==> config.mk <==
export PLATFORM = sky130hd
export DESIGN_NAME = te_layer1_activation_fsm
export DESIGN_NICKNAME = d
export VERILOG_FILES = /design/src/shared/l1_act_pkg.sv /design/src/rtl/te_layer1_activation_fsm.sv
export SDC_FILE = /design/constraint.sdc
export NUM_CORES = 1
export LEC_CHECK = 0
export BUFFER_PORTS_ARGS = -buffer_cell sky130_fd_sc_hd__buf_4
export CAP_MARGIN = 30
export CORE_ASPECT_RATIO = 1.4
export CORE_MARGIN = 1.5
export CORE_UTILIZATION = 54
export CTS_BUF_LIST = sky130_fd_sc_hd__clkbuf_8
export DETAILED_ROUTE_END_ITERATION = 10
export PLACE_DENSITY = 0.78
export SLEW_MARGIN = 10
export SYNTH_ARGS = -nofsm -noshare
export SYNTH_HDL_FRONTEND = slang
export SYNTH_SLANG_ARGS = --single-unit
export TNS_END_PERCENT = 20
==> constraint.sdc <==
create_clock -name aclk -period 4 [get_ports aclk]
set_input_delay 0.8 -clock aclk [delete_from_list [all_inputs] [get_ports aclk]]
set_output_delay 0.8 -clock aclk [all_outputs]
set_load 0.02 [all_outputs]
==> src/shared/l1_act_pkg.sv <==
/*
 * Shared definitions for the terminal-side layer-1 activation state machine:
 * command and indication codes, line signal codes, register map, timing.
 * Assumes a 250 MHz system clock and an AXI4-Lite register bus.
 */
package l1_act_pkg;

    // Upstream commands (4 bits)
    localparam logic [3:0] CMD_TIMING       = 4'h0;
    localparam logic [3:0] CMD_SOFT_RESET   = 4'h1;
    localparam logic [3:0] CMD_SINGLE_PULSE = 4'h2;
    localparam logic [3:0] CMD_CONT_PULSE   = 4'h4;
    localparam logic [3:0] CMD_ACT_PRIO_LO  = 4'h8;
    localparam logic [3:0] CMD_ACT_PRIO_HI  = 4'h9;
    localparam logic [3:0] CMD_LOOP_REQ     = 4'ha;
    localparam logic [3:0] CMD_DEACT_UP     = 4'hf;

    // Downstream indications (4 bits)
    localparam logic [3:0] IND_DEACT_REQ    = 4'h0;
    localparam logic [3:0] IND_LEVEL_UNSYNC = 4'h4;
    localparam logic [3:0] IND_ERROR        = 4'h6;
    localparam logic [3:0] IND_POWER_UP     = 4'h7;
    localparam logic [3:0] IND_ACT_REQ_DOWN = 4'h8;
    localparam logic [3:0] IND_TEST         = 4'ha;
    localparam logic [3:0] IND_AWAKE_TEST   = 4'hb;
    localparam logic [3:0] IND_ACT_PRIO_LO  = 4'hc;
    localparam logic [3:0] IND_ACT_PRIO_HI  = 4'hd;
    localparam logic [3:0] IND_DEACT_DOWN   = 4'hf;

    // Line signal codes, received and transmitted
    localparam logic [2:0] INFO0 = 3'h0;
    localparam logic [2:0] INFO1 = 3'h1;
    localparam logic [2:0] INFO2 = 3'h2;
    localparam logic [2:0] INFO3 = 3'h3;
    localparam logic [2:0] INFO4 = 3'h4;

    // Transmit pattern modes
    localparam logic [1:0] TXM_INFO      = 2'h0;
    localparam logic [1:0] TXM_CONT      = 2'h1;
    localparam logic [1:0] TXM_SINGLE    = 2'h2;

    // Register byte offsets
    localparam logic [3:0] OFF_CMD    = 4'h0;
    localparam logic [3:0] OFF_IND    = 4'h4;
    localparam logic [3:0] OFF_CTRL   = 4'h8;
    localparam logic [3:0] OFF_STATUS = 4'hc;

    // Reset values and field positions
    localparam logic [3:0] CMD_RESET_VAL  = 4'hf;
    localparam logic       STOP_SEL_RESET_VAL = 1'b0;
    localparam int         CTRL_STOP_SEL_BIT  = 0;
    localparam int         STAT_NEW_BIT   = 4;
    localparam int         STAT_XFER_BIT  = 5;
    localparam int         STAT_CLK_BIT   = 6;
    localparam int         STAT_LOOP_BIT  = 7;

    // AXI responses
    localparam logic [1:0] RESP_OKAY   = 2'h0;
    localparam logic [1:0] RESP_SLVERR = 2'h2;

    // Timing
    localparam int CLK_MHZ            = 250;
    localparam int DEACT_FLYWHEEL_US  = 16000;
    localparam int DEACT_FLYWHEEL_CYC = DEACT_FLYWHEEL_US * CLK_MHZ;
    localparam int POWER_UP_MIN_US    = 500;
    localparam int POWER_UP_MIN_CYC   = POWER_UP_MIN_US * CLK_MHZ;
    localparam int SINGLE_PULSE_HZ    = 2000;
    localparam int SINGLE_PULSE_CYC   = CLK_MHZ * 1000000 / SINGLE_PULSE_HZ;
    localparam int DEACT_DOWN_FRAMES  = 4;
    localparam int DEACT_FLYWHEEL_FRAMES = 64;

    typedef enum {
        ST_RESET,
        ST_F3_PDOWN,
        ST_F3_PUP,
        ST_F3_PEND_DEACT,
        ST_F4_PEND_ACT,
        ST_F5_UNSYNC,
        ST_F6_SYNC,
        ST_F7_ACT,
        ST_F8_LOST,
        ST_LOOP_CLOSED,
        ST_LOOP_ACT,
        ST_TEST_CONT,
        ST_TEST_SINGLE
    } l1_state_t;

    typedef struct packed {
        logic [2:0] info;
        logic       frame_sync;
        logic       frame_tick;
    } line_rx_t;

    typedef struct packed {
        logic [2:0] info;
        logic [1:0] mode;
        logic       pulse;
        logic       loopback;
        logic       awake_en;
    } line_tx_t;

endpackage

==> src/rtl/te_layer1_activation_fsm.sv <==
/*
 * Terminal-side layer-1 activation/deactivation state machine with an
 * AXI4-Lite register slave for command, indication, control and status.
 * Assumes the line receiver delivers decoded signal codes, sync and a
 * per-frame tick synchronous to aclk.
 */
// Overview of operation
// - Indicate power-up with clocks; deactivate request code
// - Error indication on soft reset, or on reset pin in power-down with clock-stop select clear
// - Level-unsync on signal; act-request on INFO2
// - Test indication; awake-test when level during loop
// - INFO4 with low priority gives 1100
// - INFO4 with high priority gives 1101
// - Announce clock stop with 1111
// - Awake detector armed except reset; clocks stop on select
// - Timing command or bus request powers up, delayed
// - 64 INFO0 frames before pending deactivation
// - Pending deactivation: line activation only, deact-up powers down
// - Pending activation sends INFO1, stays indefinitely
// - Non-INFO0 signal stops INFO1, enters unsynchronized
// - INFO2 answered with INFO3, synchronized
// - INFO4 reaches activated quickly
// - Lost framing awaits INFO2, INFO4 or INFO0
// - Loop request loops INFO3 internally, also sends INFO3
// - Looped sync allows data, test or awake-test
// - Continuous pulses, or single pulses at 2 kHz
// - Soft reset idles analog, INFO0, detector off
// - Commands via command register; indications readable
module te_layer1_activation_fsm (
    input  wire logic                aclk,
    input  wire logic                aresetn,
    input  wire logic [3:0]          s_axi_awaddr,
    input  wire logic                s_axi_awvalid,
    output logic                     s_axi_awready,
    input  wire logic [31:0]         s_axi_wdata,
    input  wire logic [3:0]          s_axi_wstrb,
    input  wire logic                s_axi_wvalid,
    output logic                     s_axi_wready,
    output logic [1:0]               s_axi_bresp,
    output logic                     s_axi_bvalid,
    input  wire logic                s_axi_bready,
    input  wire logic [3:0]          s_axi_araddr,
    input  wire logic                s_axi_arvalid,
    output logic                     s_axi_arready,
    output logic [31:0]              s_axi_rdata,
    output logic [1:0]               s_axi_rresp,
    output logic                     s_axi_rvalid,
    input  wire logic                s_axi_rready,
    input  wire logic                hw_reset_pin,
    input  wire logic                bus_request_line_n,
    input  wire logic                osc_running,
    input  wire l1_act_pkg::line_rx_t line_rx,
    output l1_act_pkg::line_tx_t     line_tx,
    output logic                     clock_enable,
    output logic                     data_xfer_en,
    output logic                     status_event
);

    l1_act_pkg::l1_state_t state_reg;
    l1_act_pkg::l1_state_t state_next;
    logic [3:0]  cmd_reg;
    logic        cmd_new_reg;
    logic        clk_stop_sel_reg;
    logic        prio_hi_reg;
    logic        act_req_reg;
    logic [3:0]  ind_reg;
    logic [3:0]  ind_next;
    logic        ind_new_reg;
    logic [6:0]  info0_frames_reg;
    logic [26:0] pwr_cnt_reg;
    logic        pwr_done_reg;
    logic [2:0]  dd_frames_reg;
    logic [18:0] pulse_cnt_reg;
    logic        pulse_reg;
    logic        clk_en_reg;
    logic        aw_hold_reg;
    logic        w_hold_reg;
    logic [3:0]  aw_addr_reg;
    logic [31:0] w_data_reg;
    logic        w_strb0_reg;
    logic        rd_ind_pulse;
    logic        do_write;
    logic        level;

    function automatic logic mapped(input logic [3:0] a);
        mapped = (a == l1_act_pkg::OFF_CMD) || (a == l1_act_pkg::OFF_IND) ||
                 (a == l1_act_pkg::OFF_CTRL) || (a == l1_act_pkg::OFF_STATUS);
    endfunction

    assign level = (line_rx.info != l1_act_pkg::INFO0);
    assign do_write = aw_hold_reg && w_hold_reg && !s_axi_bvalid;
    assign rd_ind_pulse = s_axi_arvalid && s_axi_arready &&
                          (s_axi_araddr == l1_act_pkg::OFF_IND);

    // Write channel capture, either order
    always_ff @(posedge aclk)
    begin
        if (!aresetn)
        begin
            aw_hold_reg   <= 1'b0;
            w_hold_reg    <= 1'b0;
            aw_addr_reg   <= 4'h0;
            w_data_reg    <= 32'h0;
            w_strb0_reg   <= 1'b0;
            s_axi_awready <= 1'b0;
            s_axi_wready  <= 1'b0;
            s_axi_bvalid  <= 1'b0;
            s_axi_bresp   <= l1_act_pkg::RESP_OKAY;
        end
        else
        begin
            s_axi_awready <= !aw_hold_reg && !s_axi_awready && !s_axi_bvalid;
            s_axi_wready  <= !w_hold_reg && !s_axi_wready && !s_axi_bvalid;
            if (s_axi_awvalid && s_axi_awready)
            begin
                aw_hold_reg <= 1'b1;
                aw_addr_reg <= s_axi_awaddr;
                s_axi_awready <= 1'b0;
            end
            if (s_axi_wvalid && s_axi_wready)
            begin
                w_hold_reg  <= 1'b1;
                w_data_reg  <= s_axi_wdata;
                w_strb0_reg <= s_axi_wstrb[0];
                s_axi_wready <= 1'b0;
            end
            if (do_write)
            begin
                aw_hold_reg  <= 1'b0;
                w_hold_reg   <= 1'b0;
                s_axi_bvalid <= 1'b1;
                s_axi_bresp  <= mapped(aw_addr_reg) ? l1_act_pkg::RESP_OKAY
                                                    : l1_act_pkg::RESP_SLVERR;
            end
            else if (s_axi_bvalid && s_axi_bready)
            begin
                s_axi_bvalid <= 1'b0;
            end
        end
    end

    // Command and control registers
    always_ff @(posedge aclk)
    begin
        if (!aresetn)
        begin
            cmd_reg     <= l1_act_pkg::CMD_RESET_VAL;
            cmd_new_reg <= 1'b0;
            clk_stop_sel_reg <= l1_act_pkg::STOP_SEL_RESET_VAL;
        end
        else
        begin
            cmd_new_reg <= 1'b0;
            if (do_write && w_strb0_reg)
            begin
                if (aw_addr_reg == l1_act_pkg::OFF_CMD)
                begin
                    cmd_reg     <= w_data_reg[3:0];
                    cmd_new_reg <= 1'b1;
                end
                if (aw_addr_reg == l1_act_pkg::OFF_CTRL)
                begin
                    clk_stop_sel_reg <= w_data_reg[l1_act_pkg::CTRL_STOP_SEL_BIT];
                end
            end
        end
    end

    // Read channel
    always_ff @(posedge aclk)
    begin
        if (!aresetn)
        begin
            s_axi_arready <= 1'b0;
            s_axi_rvalid  <= 1'b0;
            s_axi_rdata   <= 32'h0;
            s_axi_rresp   <= l1_act_pkg::RESP_OKAY;
        end
        else
        begin
            s_axi_arready <= !s_axi_rvalid;
            if (s_axi_arvalid && s_axi_arready)
            begin
                s_axi_arready <= 1'b0;
                s_axi_rvalid  <= 1'b1;
                s_axi_rresp   <= mapped(s_axi_araddr) ? l1_act_pkg::RESP_OKAY
                                                      : l1_act_pkg::RESP_SLVERR;
                case (s_axi_araddr)
                    l1_act_pkg::OFF_CMD:    s_axi_rdata <= {28'h0, cmd_reg};
                    l1_act_pkg::OFF_IND:    s_axi_rdata <= {28'h0, ind_reg};
                    l1_act_pkg::OFF_CTRL:   s_axi_rdata <= {31'h0, clk_stop_sel_reg};
                    l1_act_pkg::OFF_STATUS: s_axi_rdata <= {24'h0, line_tx.loopback,
                                                clk_en_reg, act_req_reg, ind_new_reg, ind_reg};
                    default:                s_axi_rdata <= 32'h0;
                endcase
            end
            else if (s_axi_rvalid && s_axi_rready)
            begin
                s_axi_rvalid <= 1'b0;
            end
        end
    end

    // Priority and data-transfer permission
    always_ff @(posedge aclk)
    begin
        if (!aresetn)
        begin
            prio_hi_reg <= 1'b0;
            act_req_reg <= 1'b0;
        end
        else if (cmd_new_reg)
        begin
            if (cmd_reg == l1_act_pkg::CMD_ACT_PRIO_LO || cmd_reg == l1_act_pkg::CMD_ACT_PRIO_HI)
            begin
                prio_hi_reg <= (cmd_reg == l1_act_pkg::CMD_ACT_PRIO_HI);
                act_req_reg <= 1'b1;
            end
            else if (cmd_reg != l1_act_pkg::CMD_TIMING)
            begin
                act_req_reg <= 1'b0;
            end
        end
    end

    // INFO0 flywheel, frames counted in every state while no signal
    always_ff @(posedge aclk)
    begin
        if (!aresetn || level)
        begin
            info0_frames_reg <= 7'h0;
        end
        else if (line_rx.frame_tick &&
                 info0_frames_reg != 7'(l1_act_pkg::DEACT_FLYWHEEL_FRAMES))
        begin
            info0_frames_reg <= info0_frames_reg + 7'd1;
        end
    end

    // Power-up delay once oscillator runs
    always_ff @(posedge aclk)
    begin
        if (!aresetn || state_reg != l1_act_pkg::ST_F3_PUP || !osc_running)
        begin
            pwr_cnt_reg  <= 27'h0;
            pwr_done_reg <= 1'b0;
        end
        else if (pwr_cnt_reg == 27'(l1_act_pkg::POWER_UP_MIN_CYC - 1))
        begin
            pwr_done_reg <= 1'b1;
        end
        else
        begin
            pwr_cnt_reg <= pwr_cnt_reg + 27'd1;
        end
    end

    // Frames of deactivate-down before clocks stop
    always_ff @(posedge aclk)
    begin
        if (!aresetn || ind_reg != l1_act_pkg::IND_DEACT_DOWN)
        begin
            dd_frames_reg <= 3'h0;
        end
        else if (line_rx.frame_tick && dd_frames_reg != 3'(l1_act_pkg::DEACT_DOWN_FRAMES))
        begin
            dd_frames_reg <= dd_frames_reg + 3'd1;
        end
    end

    // Single-pulse 2 kHz generator
    always_ff @(posedge aclk)
    begin
        if (!aresetn || state_reg != l1_act_pkg::ST_TEST_SINGLE)
        begin
            pulse_cnt_reg <= 19'h0;
            pulse_reg     <= 1'b0;
        end
        else if (pulse_cnt_reg == 19'(l1_act_pkg::SINGLE_PULSE_CYC - 1))
        begin
            pulse_cnt_reg <= 19'h0;
            pulse_reg     <= 1'b1;
        end
        else
        begin
            pulse_cnt_reg <= pulse_cnt_reg + 19'd1;
            pulse_reg     <= 1'b0;
        end
    end

    // Next state
    always_comb
    begin
        state_next = state_reg;
        if (cmd_new_reg && cmd_reg == l1_act_pkg::CMD_SOFT_RESET)
            state_next = l1_act_pkg::ST_RESET;
        else if (cmd_new_reg && cmd_reg == l1_act_pkg::CMD_LOOP_REQ)
            state_next = l1_act_pkg::ST_LOOP_CLOSED;
        else if (cmd_new_reg && cmd_reg == l1_act_pkg::CMD_CONT_PULSE)
            state_next = l1_act_pkg::ST_TEST_CONT;
        else if (cmd_new_reg && cmd_reg == l1_act_pkg::CMD_SINGLE_PULSE)
            state_next = l1_act_pkg::ST_TEST_SINGLE;
        else
        begin
            case (state_reg)
                l1_act_pkg::ST_RESET,
                l1_act_pkg::ST_LOOP_CLOSED,
                l1_act_pkg::ST_LOOP_ACT,
                l1_act_pkg::ST_TEST_CONT,
                l1_act_pkg::ST_TEST_SINGLE:
                begin
                    if (state_reg == l1_act_pkg::ST_LOOP_CLOSED && line_rx.frame_sync)
                        state_next = l1_act_pkg::ST_LOOP_ACT;
                    if (cmd_new_reg && cmd_reg == l1_act_pkg::CMD_DEACT_UP)
                        state_next = l1_act_pkg::ST_F3_PDOWN;
                end
                l1_act_pkg::ST_F3_PDOWN,
                l1_act_pkg::ST_F3_PUP:
                begin
                    if (level && !hw_reset_pin)
                        state_next = l1_act_pkg::ST_F5_UNSYNC;
                    else if (cmd_new_reg && (cmd_reg == l1_act_pkg::CMD_ACT_PRIO_LO ||
                             cmd_reg == l1_act_pkg::CMD_ACT_PRIO_HI))
                        state_next = l1_act_pkg::ST_F4_PEND_ACT;
                    else if ((cmd_new_reg && cmd_reg == l1_act_pkg::CMD_TIMING) ||
                             !bus_request_line_n)
                        state_next = l1_act_pkg::ST_F3_PUP;
                    else if (cmd_new_reg && cmd_reg == l1_act_pkg::CMD_DEACT_UP)
                        state_next = l1_act_pkg::ST_F3_PDOWN;
                end
                l1_act_pkg::ST_F3_PEND_DEACT:
                begin
                    if (level)
                        state_next = l1_act_pkg::ST_F5_UNSYNC;
                    else if (cmd_new_reg && cmd_reg == l1_act_pkg::CMD_DEACT_UP)
                        state_next = l1_act_pkg::ST_F3_PDOWN;
                end
                l1_act_pkg::ST_F4_PEND_ACT:
                begin
                    if (level)
                        state_next = l1_act_pkg::ST_F5_UNSYNC;
                end
                l1_act_pkg::ST_F5_UNSYNC,
                l1_act_pkg::ST_F6_SYNC,
                l1_act_pkg::ST_F7_ACT,
                l1_act_pkg::ST_F8_LOST:
                begin
                    if (info0_frames_reg == 7'(l1_act_pkg::DEACT_FLYWHEEL_FRAMES))
                        state_next = l1_act_pkg::ST_F3_PEND_DEACT;
                    else if (line_rx.info == l1_act_pkg::INFO4 && line_rx.frame_sync)
                        state_next = l1_act_pkg::ST_F7_ACT;
                    else if (line_rx.info == l1_act_pkg::INFO2 && line_rx.frame_sync)
                        state_next = l1_act_pkg::ST_F6_SYNC;
                    else if (state_reg != l1_act_pkg::ST_F5_UNSYNC && !line_rx.frame_sync)
                        state_next = l1_act_pkg::ST_F8_LOST;
                end
                default: state_next = l1_act_pkg::ST_F3_PDOWN;
            endcase
        end
    end

    // Indication for the next state
    always_comb
    begin
        ind_next = ind_reg;
        case (state_next)
            l1_act_pkg::ST_RESET:         ind_next = l1_act_pkg::IND_ERROR;
            l1_act_pkg::ST_F3_PDOWN:
                if (hw_reset_pin && !clk_stop_sel_reg)
                    ind_next = l1_act_pkg::IND_ERROR;
                else if (clk_stop_sel_reg)
                    ind_next = l1_act_pkg::IND_DEACT_DOWN;
                else
                    ind_next = l1_act_pkg::IND_DEACT_REQ;
            l1_act_pkg::ST_F3_PUP:
                ind_next = pwr_done_reg ? l1_act_pkg::IND_POWER_UP : ind_reg;
            l1_act_pkg::ST_F3_PEND_DEACT: ind_next = l1_act_pkg::IND_DEACT_REQ;
            l1_act_pkg::ST_F4_PEND_ACT:   ind_next = l1_act_pkg::IND_POWER_UP;
            l1_act_pkg::ST_F5_UNSYNC,
            l1_act_pkg::ST_F8_LOST:       ind_next = l1_act_pkg::IND_LEVEL_UNSYNC;
            l1_act_pkg::ST_F6_SYNC:       ind_next = l1_act_pkg::IND_ACT_REQ_DOWN;
            l1_act_pkg::ST_F7_ACT:
                ind_next = prio_hi_reg ? l1_act_pkg::IND_ACT_PRIO_HI
                                       : l1_act_pkg::IND_ACT_PRIO_LO;
            l1_act_pkg::ST_LOOP_ACT:
                ind_next = level ? l1_act_pkg::IND_AWAKE_TEST : l1_act_pkg::IND_TEST;
            l1_act_pkg::ST_TEST_CONT:     ind_next = l1_act_pkg::IND_TEST;
            default:                      ind_next = ind_reg;
        endcase
    end

    // State, indication and new-code flag
    always_ff @(posedge aclk)
    begin
        if (!aresetn)
        begin
            state_reg   <= l1_act_pkg::ST_F3_PDOWN;
            ind_reg     <= l1_act_pkg::IND_DEACT_REQ;
            ind_new_reg <= 1'b0;
        end
        else
        begin
            state_reg <= state_next;
            ind_reg   <= ind_next;
            if (ind_next != ind_reg)
                ind_new_reg <= 1'b1;
            else if (rd_ind_pulse)
                ind_new_reg <= 1'b0;
        end
    end

    // Line transmitter, clocks and data permission
    always_ff @(posedge aclk)
    begin
        if (!aresetn)
        begin
            line_tx      <= '0;
            clk_en_reg   <= 1'b1;
            data_xfer_en <= 1'b0;
            status_event <= 1'b0;
        end
        else
        begin
            line_tx.info     <= (state_next == l1_act_pkg::ST_F4_PEND_ACT) ? l1_act_pkg::INFO1
                              : (state_next == l1_act_pkg::ST_F6_SYNC ||
                                 state_next == l1_act_pkg::ST_F7_ACT ||
                                 state_next == l1_act_pkg::ST_LOOP_ACT ||
                                 state_next == l1_act_pkg::ST_LOOP_CLOSED) ? l1_act_pkg::INFO3
                              : l1_act_pkg::INFO0;
            line_tx.loopback <= (state_next == l1_act_pkg::ST_LOOP_CLOSED ||
                                 state_next == l1_act_pkg::ST_LOOP_ACT);
            line_tx.mode     <= (state_next == l1_act_pkg::ST_TEST_CONT) ? l1_act_pkg::TXM_CONT
                              : (state_next == l1_act_pkg::ST_TEST_SINGLE) ? l1_act_pkg::TXM_SINGLE
                              : l1_act_pkg::TXM_INFO;
            line_tx.pulse    <= pulse_reg;
            line_tx.awake_en <= !hw_reset_pin && state_next != l1_act_pkg::ST_RESET;
            clk_en_reg       <= !(state_reg == l1_act_pkg::ST_F3_PDOWN && clk_stop_sel_reg &&
                                  dd_frames_reg == 3'(l1_act_pkg::DEACT_DOWN_FRAMES) &&
                                  !level && bus_request_line_n);
            data_xfer_en     <= act_req_reg && (state_next == l1_act_pkg::ST_F7_ACT ||
                                state_next == l1_act_pkg::ST_LOOP_ACT);
            status_event     <= ind_next != ind_reg;
        end
    end

    assign clock_enable = clk_en_reg;

endmodule

---- After elaboration in Yosys (flattened, before gate mapping) ----
Cells that the tools add are included.
W data, S select, Z words.
cells by class
  add/subtract/negate cells ............... 4
  eq/ne operators ......................... 57
  mux-type cells .......................... 40
  bitwise gates (word level) .............. 1
  reductions and logical operators ........ 94
operators by type and width
  cell                     number
  $mux W32                 16
  $eq A32 B4 Y1 const B    11
  $eq A32 B3 Y1 const B    8
  $eq A32 B2 Y1 const B    5
  $eq A32 B5 Y1 const B    5
  $pmux W32 S5             1
  $eq A32 B1 Y1 const B    2
  $logic_not A32 Y1        2
  $pmux W4 S10             1
  $logic_and A1 B1 Y1      34
  $eq A4 B4 Y1 const B     8
  $ne A32 B3 Y1 const B    1
  $ne A32 B4 Y1 const B    1
  $ne A32 B5 Y1 const B    1
  $pmux W8 S4              1
  $reduce_bool A32 Y1      1
  $add A27 B1 Y27 const B  1
  $eq A27 B17 Y1 const B   1
  $add A19 B1 Y19 const B  1
  $eq A19 B17 Y1 const B   1
  $logic_or A1 B1 Y1       18
  $reduce_or A2 Y1         9
  $logic_not A1 Y1         14
  $mux W1                  14
  other kinds (22)         39
word-level totals
  flip-flop bits (word level) ............. 165
  input port bits ......................... 59
  output and inout bits ................... 52
  logic and storage cells ................. 233

---- Logic depth before layout (Yosys ltp) ----
  depth in word-level cells ............... 17
  gate-level depth with buffers ........... 12
  mapped depth without buffers ............ 11

---- Worst setup path before layout ----
No wires, ideal clock.
  path type ............................... in2reg
  start ................................... input line_rx[4] (netlist name)
  end ..................................... register status_event
  library setup time ...................... 140 ps
  arrival ................................. 3016 ps
  slack ................................... 844 ps
  stages .................................. 9
  path buffers ............................ 1
  cells stage by stage .................... xor2_1 a22o_1 a2111o_1 o32a_1 clkbuf_1 a211o_1 and2_1 a2111oi_4 a41oi_2
on the way
  cells in the longest elaborated chain, start to end .. 14
  elaborated cells between the ends (all ways) .. 32
  those cells by class .................... eq/ne (13); mux (13); reduce/logical (6)
RTL lines
  element                                                RTL line                         source
  from (decl)                                            te_layer1_activation_fsm.sv:52   input wire l1_act_pkg::line_rx_t line_rx,
  $eq A3 B2 Y1                                           te_layer1_activation_fsm.sv:352  else if (line_rx.info == l1_act_pkg::INFO2 && line_rx.frame_sync)
  $logic_and A1 B1 Y1                                    te_layer1_activation_fsm.sv:352
  $mux W32                                               te_layer1_activation_fsm.sv:352
  $mux W32                                               te_layer1_activation_fsm.sv:350  else if (line_rx.info == l1_act_pkg::INFO4 && line_rx.frame_sync)
  $mux W32                                               te_layer1_activation_fsm.sv:348  if (info0_frames_reg == 7'(l1_act_pkg::DEACT_FLYWHEEL_FRAMES))
  $pmux W32 S5                                           te_layer1_activation_fsm.sv:305  case (state_reg)
  $mux W32                                               te_layer1_activation_fsm.sv:301  else if (cmd_new_reg && cmd_reg == l1_act_pkg::CMD_SINGLE_PULSE)
  $mux W32                                               te_layer1_activation_fsm.sv:299  else if (cmd_new_reg && cmd_reg == l1_act_pkg::CMD_CONT_PULSE)
  $mux W32                                               te_layer1_activation_fsm.sv:297  else if (cmd_new_reg && cmd_reg == l1_act_pkg::CMD_LOOP_REQ)
  $mux W32                                               te_layer1_activation_fsm.sv:295  if (cmd_new_reg && cmd_reg == l1_act_pkg::CMD_SOFT_RESET)
  $eq A32 B3 Y1 / $eq A32 B4 Y1 (equally long branches)  te_layer1_activation_fsm.sv:366  case (state_next)
  $reduce_or A2 Y1                                       te_layer1_activation_fsm.sv:366
  $pmux W4 S10 (*)                                       te_layer1_activation_fsm.sv:366
  $ne A4 B4 Y1 (*)                                       te_layer1_activation_fsm.sv:442  status_event <= ind_next != ind_reg;
  to (signal assigned)                                   te_layer1_activation_fsm.sv:442
  to (decl)                                              te_layer1_activation_fsm.sv:56   output logic status_event
Every way passes the cells marked *; elsewhere a longest branch is shown, timed or not.
A chain may end at the register's enable or synchronous reset.

---- Final worst setup path ----
  start ................................... register state_reg[1]
  end ..................................... register status_event
on the way
  cells in the longest elaborated chain, start to end .. 15
  elaborated cells between the ends (all ways) .. 51
  those cells by class .................... eq/ne (25); mux (18); reduce/logical (8)
RTL lines
  element                                                RTL line                         source
  from (decl)                                            te_layer1_activation_fsm.sv:59   l1_act_pkg::l1_state_t state_reg;
  from (signal assigned)                                 te_layer1_activation_fsm.sv:397  state_reg <= l1_act_pkg::ST_F3_PDOWN;
  from (signal assigned)                                 te_layer1_activation_fsm.sv:403  state_reg <= state_next;
  $ne A32 B4 Y1                                          te_layer1_activation_fsm.sv:354  else if (state_reg != l1_act_pkg::ST_F5_UNSYNC && !line_rx.frame_sync)
  $logic_and A1 B1 Y1                                    te_layer1_activation_fsm.sv:354
  $mux W32                                               te_layer1_activation_fsm.sv:354
  $mux W32                                               te_layer1_activation_fsm.sv:352
  $mux W32                                               te_layer1_activation_fsm.sv:350
  $mux W32                                               te_layer1_activation_fsm.sv:348
  $pmux W32 S5 (*)                                       te_layer1_activation_fsm.sv:305
  $mux W32 (*)                                           te_layer1_activation_fsm.sv:301
  $mux W32 (*)                                           te_layer1_activation_fsm.sv:299
  $mux W32 (*)                                           te_layer1_activation_fsm.sv:297
  $mux W32 (*)                                           te_layer1_activation_fsm.sv:295
  $eq A32 B3 Y1 / $eq A32 B4 Y1 (equally long branches)  te_layer1_activation_fsm.sv:366
  $reduce_or A2 Y1                                       te_layer1_activation_fsm.sv:366
  $pmux W4 S10 (*)                                       te_layer1_activation_fsm.sv:366
  $ne A4 B4 Y1 (*)                                       te_layer1_activation_fsm.sv:442
Marks and branches as above.

==> out/metrics.yaml <==
setup_tns_ps: 0
grt_pass1_vias: 5019
vias: 5315
multi_input_area_um2: 3310
fillers: 1003
synth_cells: 710
grt_busiest_layer: "met2"
grt-ovfl-total: 0
wl_per_cell_um: 14.4
synth_top_area_frac: 0.447
port_buffers: 52
rsz0062_at_grt: "no"
slew_violations: 0
utilization: 0.631
r2r.worst_path.cells: 9
holdPathStages: 1
cts_setup_buffers: 0
first_pass_iters: 5
rows: 46
antenna_found_initial: 0
fin_crit_sh: 0.862
cts_hold_buf: 0
largest_register_ff_count: 32
use_met3: 0.0577
critPathKind: "reg -> reg"
post-synth-top-count-cell: "dfxtp_1"
yosysTopAreaCell: "dfxtp_1"
drive_above_1_share: 0.129
die_x_um: 93.8
clkTransAtPathRegs_ps: 80
syn_area_um2: 6230
cts_buffers: 17
grt_max_degree: 29
cp.required_ps: 4290
vdd_drop_max_v: 0.000267
ys_types: 76
synthTopCellsByArea: "dfxtp_1 45%, nor2_1 5.2%, xor2_1 4.6%"
die_area_um2: 12200
worst_pin_slew_ps: 801
htreeDepth: 4
hold_class: "reg -> reg"
critPathArrivalTime_ps: 3740
rrSetupSlack_ps: 550
met2_usage: 0.419
synth-edff-count: 0
cts_tree: "done"
synth-seq-cells: 139
status: "finished clean"
clock_path_buffers: 2
async_flop_share: 0
clk_latency_ps: 430
ys_warn_count: 0
yosysSeqAreaShare: 0.447
place.gp.congestion: 0.893
core_area_um2: 11300
hold_viol_final: 0
power.density_nw_per_um2: 365
path_max_fanout: 6
cts.sinks: 139
cp-start-kind: "flop"
grt_first_pass_wirelength_um: 22200
post-route-drc-count: 0
r2r_end: "status_event$_SDFF_PN0_"
seq_area_um2: 2780
synth_flop_cell: "dfxtp_1"
ios: 111
clock_skew_ps: 12.5
drtIter0Drc: 299
postRouteAntennaNets: 0
fin_crit_ps: 3450
worstHoldEndpoint: "line_tx[2]$_SDFF_PN0_"
track_usage: 0.230
avgSynthCellArea_um2: 8.77
dieHeight_um: 130
n_antenna_cell: 0
area_delta_synth_final_pct: 14.3
vias_per_cell: 5.60
setup.worst_path.end_class: "flop"
hold_start: "pulse_reg$_SDFF_PP0_"
dpl.hpwl_um: 10200
routed_wl_um: 13700
cts-resized-gates: 0
fin_nets: 857
synth_common_cells: "139 x dfxtp_1, 86 x nor2_1, 69 x nand2_1"
setup_violations: 0
relSlewSlack: 0.465
gr-usage-met1: 0.248
initial_utilization: 0.552
timing.fmax_ghz: 0.290
maxCapViolations: 0
cts_root_buffer: "clkbuf_8"
leakage_nw: 2.70
r2r_start: "state_reg[1]$_SDFF_PN0_"
[per-stage QoR]
step / power [mW] / worst slack (ps) / std cells / area, um2 / hold slack (ps)
global placement: 1.59 / 434 / 917 / 6760 / 426
finish: 2.60 / 551 / 949 / 7120 / 445
detailed placement: 1.60 / 404 / 917 / 6760 / 441
global route: 2.70 / 402 / 949 / 7120 / 467
floorplan: 1.56 / 844 / 764 / 6430 / 412
CTS: 2.62 / 605 / 949 / 7120 / 448
[logic make-up after synthesis]
kind of cell | count (synthesis) | synth area share
AND/OR/NAND/NOR | 324 | 0.264
multiplexers | 10 | 0.0163
AO/OA/AOI/OAI | 121 | 0.140
adder cells (fa/ha/maj) | 6 | 0.0121
flip-flops | 139 | 0.447
XOR/XNOR | 47 | 0.0661
other | 1 | 0.000602
buffers and inverters | 62 | 0.0544
[area by class of cell]
class / count / area share
inverter: 13 / 0.00685
multi-input combinational: 563 / 0.465
tap: 144 / 0.0253
sequential: 139 / 0.391
clock buffer: 17 / 0.0329
timing repair buffer: 58 / 0.0612
clock inverter: 15 / 0.0179
[power breakdown]
part	internal, mW	switching (mW)
clock network	0.489	0.539
registers	1.41	0.0182
logic	0.0499	0.0860
total	1.95	0.643
[worst max-delay path by stage]
stage,startpoint,endpoint,slack [ps]
after global routing,state_reg[13]$_SDFF_PN0_,status_event$_SDFF_PN0_,400
after global placement,line_rx[4],status_event$_SDFF_PN0_,430
after floorplan,line_rx[4],status_event$_SDFF_PN0_,840
after detailed placement,line_rx[4],status_event$_SDFF_PN0_,400
after CTS,state_reg[1]$_SDFF_PN0_,status_event$_SDFF_PN0_,610
final,state_reg[1]$_SDFF_PN0_,status_event$_SDFF_PN0_,550
[layer usage]
metal  vias to the layer above  wire [um]
met2                       165       7140
met4                         0        330
met1                      2508       5610
met3                        27        612
met5                         -          0
li1                       2615          -
[placed cells by master (no fill, tap or decap), types with 5 or more instances in the layout]
| master | n |
|---|---|
| and4_1 | 5 |
| dfxtp_1 | 139 |
| clkbuf_8 | 17 |
| a21oi_1 | 38 |
| xnor2_1 | 14 |
| buf_4 | 58 |
| inv_1 | 13 |
| nor3_1 | 18 |
| nor4_1 | 18 |
| nor2_1 | 86 |
| o21ai_0 | 20 |
| nand2b_1 | 10 |
| xor2_1 | 33 |
| conb_1 | 55 |
| nor2b_1 | 12 |
| or3_1 | 8 |
| and3_1 | 14 |
| nand4_1 | 19 |
| ha_1 | 6 |
| nand2_1 | 69 |
| nand3_1 | 39 |
| a22o_1 | 5 |
| mux2i_1 | 9 |
[worst max-delay path, cell delays in order, from the launching register on]
cell	delay [ps]
dfxtp_1	320
nor2_1	380
mux2_2	410
o32ai_1	720
o31a_1	380
and3_1	260
nand2_1	120
a21o_1	230
a2111oi_4	350
a41oi_2	140
(Power assumes the default switching activity.)
